## config.mk

```make
export PLATFORM = sky130hd
export DESIGN_NAME = lsm_mapper
export DESIGN_NICKNAME = d
export VERILOG_FILES = /design/src/core/lsm_pkg.sv /design/src/core/lsm_skid_buf.sv /design/src/core/lsm_mapper.sv
export VERILOG_INCLUDE_DIRS = /design/src /design/src/core
export SDC_FILE = /design/constraint.sdc
export NUM_CORES = 1
export LEC_CHECK = 0
export BUFFER_PORTS_ARGS = -buffer_cell sky130_fd_sc_hd__buf_2
export CAP_MARGIN = 20
export CORE_MARGIN = 2
export CORE_UTILIZATION = 40
export CTS_CLUSTER_SIZE = 24
export DETAILED_ROUTE_END_ITERATION = 16
export MAX_ROUTING_LAYER = met4
export PLACE_DENSITY_LB_ADDON = 0.2
export SYNTH_ARGS = -nofsm -noshare
export SYNTH_HDL_FRONTEND = slang
export SYNTH_SLANG_ARGS = --single-unit
```

## constraint.sdc

```tcl
create_clock -name clk_sys -period 1.6 [get_ports clk_sys]
set_input_delay 0 -clock clk_sys [delete_from_list [all_inputs] [get_ports clk_sys]]
set_output_delay 0 -clock clk_sys [all_outputs]
set_load 0.02 [all_outputs]
```

## src/core/lsm_regs.svh

```systemverilog
// constants for the lane sample mapper: mode codes, lane enables, widths
`ifndef LSM_REGS_SVH
`define LSM_REGS_SVH

// lane configuration mode codes handled by the mapper
`define LSM_MODE_IQ_16L 8'h1B
`define LSM_MODE_BYP_SC 8'h20
`define LSM_MODE_BYP_DC 8'h21
`define LSM_MODE_ALT_A 8'h36
`define LSM_MODE_ALT_B 8'h3F

// active lanes per mode, bit 15..8 = b side lanes 7..0, bit 7..0 = a side lanes 7..0
`define LSM_LANE_EN_NONE 16'h0000
`define LSM_LANE_EN_IQ_16L 16'hFFFF
`define LSM_LANE_EN_BYP 16'h0707
`define LSM_LANE_EN_ALT 16'h0F0F

// field widths
`define LSM_LANES_PER_SIDE 8
`define LSM_SAMPLE_BITS 15
`define LSM_BYP_BITS 12
`define LSM_LANE_BITS 16
`define LSM_BYP_LANES 3
`define LSM_ALT_LANES 4

`endif

```

## src/core/lsm_pkg.sv

```systemverilog
// types shared by the lane sample mapper files
package lsm_pkg;

   typedef logic [7:0] lsm_mode_t;

   // what the mapper does with the current frame, one-hot
   typedef enum logic [4:0] {
      LSM_MAP_NONE = 5'b00001,
      LSM_MAP_IQ16 = 5'b00010,
      LSM_MAP_IQ8 = 5'b00100,
      LSM_MAP_BYP_SC = 5'b01000,
      LSM_MAP_BYP_DC = 5'b10000
   } lsm_map_e;

   // one frame of converter samples; bypass modes use the low 12 bits of each word
   typedef struct packed {
      lsm_mode_t mode;
      logic [7:0][14:0] ch_a;
      logic [7:0][14:0] ch_b;
      logic [7:0] flag_a;
      logic [7:0] flag_b;
   } lsm_in_s;

   // one lane frame per lane; bits 15:8 are octet 0, bits 15:12 nibble 0
   typedef struct packed {
      logic [7:0][15:0] a_lane;
      logic [7:0][15:0] b_lane;
      logic [15:0] lane_en;
      logic mode_err;
   } lsm_out_s;

endpackage

```

## src/core/lsm_skid_buf.sv

```systemverilog
// two-entry buffer between the mapper and the lane receiver
`timescale 1ns/1ns
module lsm_skid_buf (
   input wire logic clk_sys,
   input wire logic rst_b,
   input wire lsm_pkg::lsm_out_s in_data,
   input wire logic in_valid,
   output logic in_ready,
   output lsm_pkg::lsm_out_s out_data,
   output logic out_valid,
   input wire logic out_ready
);

   lsm_pkg::lsm_out_s main_ff;
   lsm_pkg::lsm_out_s nxt_main_ff;
   lsm_pkg::lsm_out_s skid_ff;
   lsm_pkg::lsm_out_s nxt_skid_ff;
   logic main_valid_ff;
   logic nxt_main_valid_ff;
   logic skid_valid_ff;
   logic nxt_skid_valid_ff;
   logic ready_ff;
   logic nxt_ready_ff;
   logic push;
   logic pop;

   ////////////////////////////////////////////////////////////////////////////
   // the head entry drives the outputs directly; the skid entry catches the word
   // that was accepted in the cycle the receiver stalled, so nothing is dropped
   always_comb begin
      push = in_valid & ready_ff;
      pop = main_valid_ff & out_ready;
      nxt_main_ff = main_ff;
      nxt_skid_ff = skid_ff;
      nxt_main_valid_ff = main_valid_ff;
      nxt_skid_valid_ff = skid_valid_ff;
      if (pop) begin
         if (skid_valid_ff) begin
            // ready was low, so no push can coincide here
            nxt_main_ff = skid_ff;
            nxt_skid_valid_ff = 1'b0;
         end else if (push) begin
            nxt_main_ff = in_data;
         end else begin
            nxt_main_valid_ff = 1'b0;
         end
      end else if (push) begin
         if (!main_valid_ff) begin
            nxt_main_ff = in_data;
            nxt_main_valid_ff = 1'b1;
         end else begin
            nxt_skid_ff = in_data;
            nxt_skid_valid_ff = 1'b1;
         end
      end
      // ready is registered from the next skid state, so it reopens on the same edge the skid drains
      nxt_ready_ff = ~nxt_skid_valid_ff;
   end

   // storage
   always_ff @(posedge clk_sys or negedge rst_b) begin
      if (!rst_b) begin
         main_ff <= '0;
         skid_ff <= '0;
         main_valid_ff <= 1'b0;
         skid_valid_ff <= 1'b0;
         ready_ff <= 1'b1;
      end else begin
         main_ff <= nxt_main_ff;
         skid_ff <= nxt_skid_ff;
         main_valid_ff <= nxt_main_valid_ff;
         skid_valid_ff <= nxt_skid_valid_ff;
         ready_ff <= nxt_ready_ff;
      end
   end

   assign out_data = main_ff;
   assign out_valid = main_valid_ff;
   assign in_ready = ready_ff;

endmodule

```

## src/core/lsm_mapper.sv

```systemverilog
// lane sample mapper: places one frame of samples onto the a and b side lanes
`timescale 1ns/1ns
`include "lsm_regs.svh"
module lsm_mapper (
   input wire logic clk_sys,
   input wire logic rst_b,
   input wire lsm_pkg::lsm_in_s in_data,
   input wire logic in_valid,
   output logic in_ready,
   output lsm_pkg::lsm_out_s out_data,
   output logic out_valid,
   input wire logic out_ready
);

   ////////////////////////////////////////////////////////////////////////////
   // declarations

   lsm_pkg::lsm_map_e map_kind;
   lsm_pkg::lsm_out_s mapped;
   logic [`LSM_LANES_PER_SIDE-1:0][`LSM_LANE_BITS-1:0] iq_a;
   logic [`LSM_LANES_PER_SIDE-1:0][`LSM_LANE_BITS-1:0] iq_b;
   logic [`LSM_BYP_LANES-1:0][`LSM_LANE_BITS-1:0] byp_sc_a;
   logic [`LSM_BYP_LANES-1:0][`LSM_LANE_BITS-1:0] byp_sc_b;
   logic [`LSM_BYP_LANES-1:0][`LSM_LANE_BITS-1:0] byp_dc_a;
   logic [`LSM_BYP_LANES-1:0][`LSM_LANE_BITS-1:0] byp_dc_b;
   logic [47:0] pack_sc_a;
   logic [47:0] pack_sc_b;
   logic [47:0] pack_dc_a;
   logic [47:0] pack_dc_b;

   ////////////////////////////////////////////////////////////////////////////
   // four 12-bit samples, msbs first, form a 48-bit run that fills three lanes;
   // this yields the 4/8 and 8/4 splits across lane boundaries by itself
   function automatic logic [47:0] pack4(
      input logic [11:0] s0,
      input logic [11:0] s1,
      input logic [11:0] s2,
      input logic [11:0] s3
   );
      pack4 = {s0, s1, s2, s3};
   endfunction

   ////////////////////////////////////////////////////////////////////////////
   // mode decode; unknown codes map nothing and raise the error flag
   always_comb begin
      map_kind = lsm_pkg::LSM_MAP_NONE;
      if (in_data.mode == `LSM_MODE_IQ_16L) begin
         map_kind = lsm_pkg::LSM_MAP_IQ16;
      end else if (in_data.mode == `LSM_MODE_BYP_SC) begin
         map_kind = lsm_pkg::LSM_MAP_BYP_SC;
      end else if (in_data.mode == `LSM_MODE_BYP_DC) begin
         map_kind = lsm_pkg::LSM_MAP_BYP_DC;
      end else if (in_data.mode == `LSM_MODE_ALT_A || in_data.mode == `LSM_MODE_ALT_B) begin
         map_kind = lsm_pkg::LSM_MAP_IQ8;
      end
   end

   ////////////////////////////////////////////////////////////////////////////
   // per-lane word with its over-range flag in the lsb; word msb lands in nibble 0
   generate
      for (genvar k = 0; k < `LSM_LANES_PER_SIDE; k++) begin : g_iq
         assign iq_a[k] = {in_data.ch_a[k], in_data.flag_a[k]};
         assign iq_b[k] = {in_data.ch_b[k], in_data.flag_b[k]};
      end
   endgenerate

   ////////////////////////////////////////////////////////////////////////////
   // bypass packing; single channel sends s[0..7] on ch_a, even to a, odd to b
   assign pack_sc_a = pack4(in_data.ch_a[0][11:0], in_data.ch_a[2][11:0],
                            in_data.ch_a[4][11:0], in_data.ch_a[6][11:0]);
   assign pack_sc_b = pack4(in_data.ch_a[1][11:0], in_data.ch_a[3][11:0],
                            in_data.ch_a[5][11:0], in_data.ch_a[7][11:0]);
   // dual channel takes four consecutive samples of each channel
   assign pack_dc_a = pack4(in_data.ch_a[0][11:0], in_data.ch_a[1][11:0],
                            in_data.ch_a[2][11:0], in_data.ch_a[3][11:0]);
   assign pack_dc_b = pack4(in_data.ch_b[0][11:0], in_data.ch_b[1][11:0],
                            in_data.ch_b[2][11:0], in_data.ch_b[3][11:0]);

   // lane j takes the j-th 16-bit slice from the top, so octet 0 is sent first
   generate
      for (genvar j = 0; j < `LSM_BYP_LANES; j++) begin : g_byp
         assign byp_sc_a[j] = pack_sc_a[47-16*j -: 16];
         assign byp_sc_b[j] = pack_sc_b[47-16*j -: 16];
         assign byp_dc_a[j] = pack_dc_a[47-16*j -: 16];
         assign byp_dc_b[j] = pack_dc_b[47-16*j -: 16];
      end
   endgenerate

   ////////////////////////////////////////////////////////////////////////////
   // lane selection; unused lanes carry zero so a receiver never sees stale data
   always_comb begin
      mapped = '0;
      unique case (map_kind)
         lsm_pkg::LSM_MAP_NONE: begin
            mapped.lane_en = `LSM_LANE_EN_NONE;
            mapped.mode_err = 1'b1;
         end
         lsm_pkg::LSM_MAP_IQ16: begin
            mapped.a_lane = iq_a;
            mapped.b_lane = iq_b;
            mapped.lane_en = `LSM_LANE_EN_IQ_16L;
         end
         lsm_pkg::LSM_MAP_IQ8: begin
            // the earlier table carries I/Q words on four lanes a side
            for (int k = 0; k < `LSM_ALT_LANES; k++) begin
               mapped.a_lane[k] = iq_a[k];
               mapped.b_lane[k] = iq_b[k];
            end
            mapped.lane_en = `LSM_LANE_EN_ALT;
         end
         lsm_pkg::LSM_MAP_BYP_SC: begin
            for (int j = 0; j < `LSM_BYP_LANES; j++) begin
               mapped.a_lane[j] = byp_sc_a[j];
               mapped.b_lane[j] = byp_sc_b[j];
            end
            mapped.lane_en = `LSM_LANE_EN_BYP;
         end
         lsm_pkg::LSM_MAP_BYP_DC: begin
            for (int j = 0; j < `LSM_BYP_LANES; j++) begin
               mapped.a_lane[j] = byp_dc_a[j];
               mapped.b_lane[j] = byp_dc_b[j];
            end
            mapped.lane_en = `LSM_LANE_EN_BYP;
         end
      endcase
   end

   ////////////////////////////////////////////////////////////////////////////
   // output buffer: all outputs come from its flops; a receiver stall backs up
   // into in_ready so the sample source holds its frame instead of losing it
   lsm_skid_buf u_buf (
      .clk_sys(clk_sys),
      .rst_b(rst_b),
      .in_data(mapped),
      .in_valid(in_valid),
      .in_ready(in_ready),
      .out_data(out_data),
      .out_valid(out_valid),
      .out_ready(out_ready)
   );

endmodule

```

==> key figures <==
Global routing
  – Largest net degree at the start of global routing: 77
  – Met1 capacity usage during global routing: 40.5%
  – Initial antenna violation count: 13
  – GR Overflow Total: 0
  – Most used routing layer: met2
  – Met2 Use GR: a little under half
  – Total track usage: between 30% and 40%
  – Vias in the first global route: around 24000
  – First-pass GRT wire length: about 150 mm
  – GR Util met3: a little under 6%

Yosys
  – Number of flops mapped to enable cells by yosys: 0
  – Most frequent cells after synthesis: 522 x dfrtp_1, 350 x a21oi_1, 338 x nand2_1, 204 x nand3_1, 141 x o21ai_0
  – Synth Area per Inst: approximately 9.4 sq um
  – Flops & latches, synth: around 520
  – Post-Syn Area: roughly 24000 sq um
  – Ys Warns: 0
  – Cell with the most instances after synthesis: dfrtp_1
  – Asr flop ratio synth: between 90% and 100%
  – Top_reg_cell synth: dfrtp_1
  – Post-synthesis sequential area ratio: around 54%
  – Leading area contributor after synthesis: dfrtp_1
  – Synth cell types: 40
  – Area contributors post-synth: dfrtp_1 54%, a21oi_1 7.2%, nand2_1 5.2%
  – Syn Nets: about 2900
  – Cells after synthesis: around 2600
  – Top cell type's share of synthesized area: 54.0%

Hold path
  – Hold WC Path Type: input port to async pin

STA
  – Fmax: between 500 and 600 MHz
  – Setup slack after layout: -0.168 ns
  – Unrepaired setup endpoints after global routing: yes
  – Layout Skew: roughly 0.014 ns
  – Min Tclk post-route: roughly 1.8 ns
  – Final setup fails: approximately 440
  – Slew headroom: between 60% and 70%
  – Final Max Tran Viols: 0
  – Final hold viol count: 0
  – Worst slew pin tran: ~0.53 ns
  – Tcrit/Tclk final: 110%

Layout
  – Share of cells above drive strength 1: between 20 and 30%
  – Final instance area: ~35000 sq um
  – # fillers: around 5100
  – # nets final: ~3700
  – Synth-to-Final Area Change: 43.5%

Pwr
  – Power, Total: about 56 mW
  – Pwr per Cell Area: 1620 nW/um^2
  – Leakage: approximately 16 nW
  – Max VDD drop: between 1 and 1.5 mV

Routing
  – TritonRoute pass-1 iters: 5
  – Final WL: ~100 mm
  – Via count: 24500
  – Post-DRT Antenna Nets: 0
  – Initial DRC Count: 2448
  – Remaining DRCs: 0
  – WL/cell: between 20 and 25 um
  – Vias per cell: slightly below 6

Clock tree
  – Number of H-tree levels: 2
  – TritonCTS Buffers: a little under 60
  – Clock sink count: between 500 and 600
  – Worst-Skew Late Latency: approximately 0.63 ns
  – CTS Buffer Depth: 3
  – Root buf cell: clkbuf_16
  – CTS tree: yes
  – Worst-path clk slew: 0.06 ns

Status
  – Failing checks: setup timing
  – Outcome: complete, but fails checks

Placed design
  – Port Buffer Count: 542
  – Placed cell area: approximately 29000 sq um
  – Place WS: -0.131 ns
  – Post-DP HPWL: roughly 65 mm
  – Placer Congestion: just under 0.9

Worst setup path
  – Cell repeated most along the worst path: buf_12
  – Critical Path Sink Type: register
  – Worst-case reg-to-reg path depth: 8
  – Max incr delay on CP: approximately 0.57 ns
  – Arr. time, crit path: ~2.3 ns
  – Crit Path Class: register to register
  – CP max FO: 7
  – Worst path cell trace: buf_6 -> nand2_8 -> a21oi_4 -> buf_12 -> buf_12 -> clkbuf_16 -> nor2_2 -> a21oi_1
  – Slowest-stage cell, CP: dfstp_2
  – WP data required: between 2 and 2.5 ns
  – CP Launch Type: register

Die
  – Die footprint: 62400 sq um
  – Ports: around 540
  – Die X: roughly 250 um
  – Starting Density: between 40% and 50%
  – Die Y: 250 um
  – Num rows: 90
  – Core area: ~60000 sq um

Run
  – Max Cap Viol: 0
==> path summary, 6_finish.rpt <==
path,from,end,slack (ns)
min reg2reg,u_buf.skid_ff[252]$_DFFE_PN0P_,u_buf.skid_ff[252]$_DFFE_PN0P_,0.48
max reg2reg,u_buf.in_ready$_DFF_PN1_,u_buf.out_data[114]$_DFFE_PN0P_,-0.17
min,rst_b,u_buf.out_data[138]$_DFFE_PN0P_,0.07
max in group asynchronous,rst_b,u_buf.skid_ff[85]$_DFFE_PN0P_,0.99
max,u_buf.in_ready$_DFF_PN1_,u_buf.out_data[114]$_DFFE_PN0P_,-0.17
min in group clk_sys,in_data[257],u_buf.out_data[164]$_DFFE_PN0P_,0.09
==> sequential cells by signal, summed over array words and instances (netlist names) <==
signal and count:
u_buf.out_valid 1, u_buf.out_data 260, u_buf.skid_ff 260, u_buf.in_ready 1, u_buf.skid_valid_ff 1
==> layout by cell type (no fill, tap or decap), types with 4 or more instances in the layout <==
cell / netlist / routed
o21ai_1: 76 / 84
o31ai_1: 9 / 9
nand2_1: 338 / 336
clkbuf_16: 0 / 77
mux2_2: 30 / 30
nor2_4: 0 / 4
dfrtp_1: 522 / 521
bufinv_16: 0 / 5
o21ai_2: 0 / 5
o21ai_0: 141 / 127
a31oi_1: 18 / 18
a221o_1: 74 / 74
o22ai_1: 74 / 73
a22oi_1: 34 / 28
nor3_1: 52 / 50
clkbuf_8: 0 / 16
o221ai_1: 15 / 15
a21o_1: 8 / 7
o21a_1: 50 / 49
buf_2: 70 / 540
nand2b_1: 5 / 5
clkbuf_1: 121 / 10
mux2i_1: 54 / 54
buf_12: 0 / 76
inv_1: 48 / 48
buf_6: 10 / 17
buf_4: 34 / 65
and3_1: 48 / 47
diode_2: 0 / 11
buf_16: 0 / 8
a21oi_2: 0 / 22
nor2_1: 135 / 124
a21oi_1: 350 / 327
nor2_2: 0 / 7
dlygate4sd3_1: 0 / 283
clkinv_2: 0 / 15
a22oi_2: 0 / 6
nand3_1: 204 / 203
o22a_1: 23 / 23
==> through the flow <==
stage	hold WS (ns)	setup TNS (ns)	cells	util, %
after floorplan	-0.296	-6.33	2583	-
after global placement	-0.0574	-4.85	3794	47.9
after detailed placement	-0.0559	-21.59	3794	47.9
after CTS	0.0409	-20.79	4200	56.5
after global routing	0.0724	-59.31	4237	57.8
final	0.0655	-31.69	4237	57.8
==> worst max-delay path: cells and delay by family (launching register included) <==
| family | cells | cell delay (ns) |
|---|---|---|
| buf+inv | 4 | 0.64 |
| flops | 1 | 0.57 |
| compound gates | 2 | 0.37 |
| simple gates | 2 | 0.10 |
==> per-layer routing <==
metal / wire [um] / vias to the layer above / share of wire (%)
li1: - / 10900 / -
met1: 40000 / 12000 / 40
met2: 47100 / 1323 / 47
met3: 8360 / 280 / 8.3
met4: 5270 / 0 / 5.2
met5: 0 / - / 0
==> cells by family after synthesis <==
family / after synthesis / synth area share [%]
and+or+nand+nor: 794 / 14.5
buffers and inverters: 308 / 5.99
AOI/OAI and AO/OA: 873 / 21.7
muxes: 84 / 3.63
DFF: 523 / 54.1
xor gates and xnor gates: 1 / 0.0362
==> area by class of cell <==
type                    count  area [sq um]  area share [%]
flip-flops and latches    523         13100            37.7
multi-input cells        1753          9950            28.7
repair buffers           1009          8430            24.3
clock buffers              87          1780            5.14
well taps                 782           978            2.82
clock inverters            23           251           0.725
inverters                  49           184           0.530
diodes                     11          27.5          0.0793
==> where the power goes <==
part / internal (mW) / total, mW / leakage, nW / switching (mW)
Clock: 8.49 / 14.3 / 1.01 / 5.78
Combinational: 9.04 / 23.6 / 8.09 / 14.6
Sequential: 16.4 / 18.5 / 6.85 / 2.02
==> timing repair <==
| item | 4_1_cts | 5_1_grt |
|---|---|---|
| resized for setup | 11 | 94 |
| buffers inserted | 7 | 6 |
| gates cloned | 5 | 24 |
| endpoints found under the setup margin | 448 | 501 |
| hold buffers | 284 | 0 |
| hold endpoints to repair | 1041 | 0 |
| pin swaps | 2 | 6 |
(Power assumes the default switching activity.)
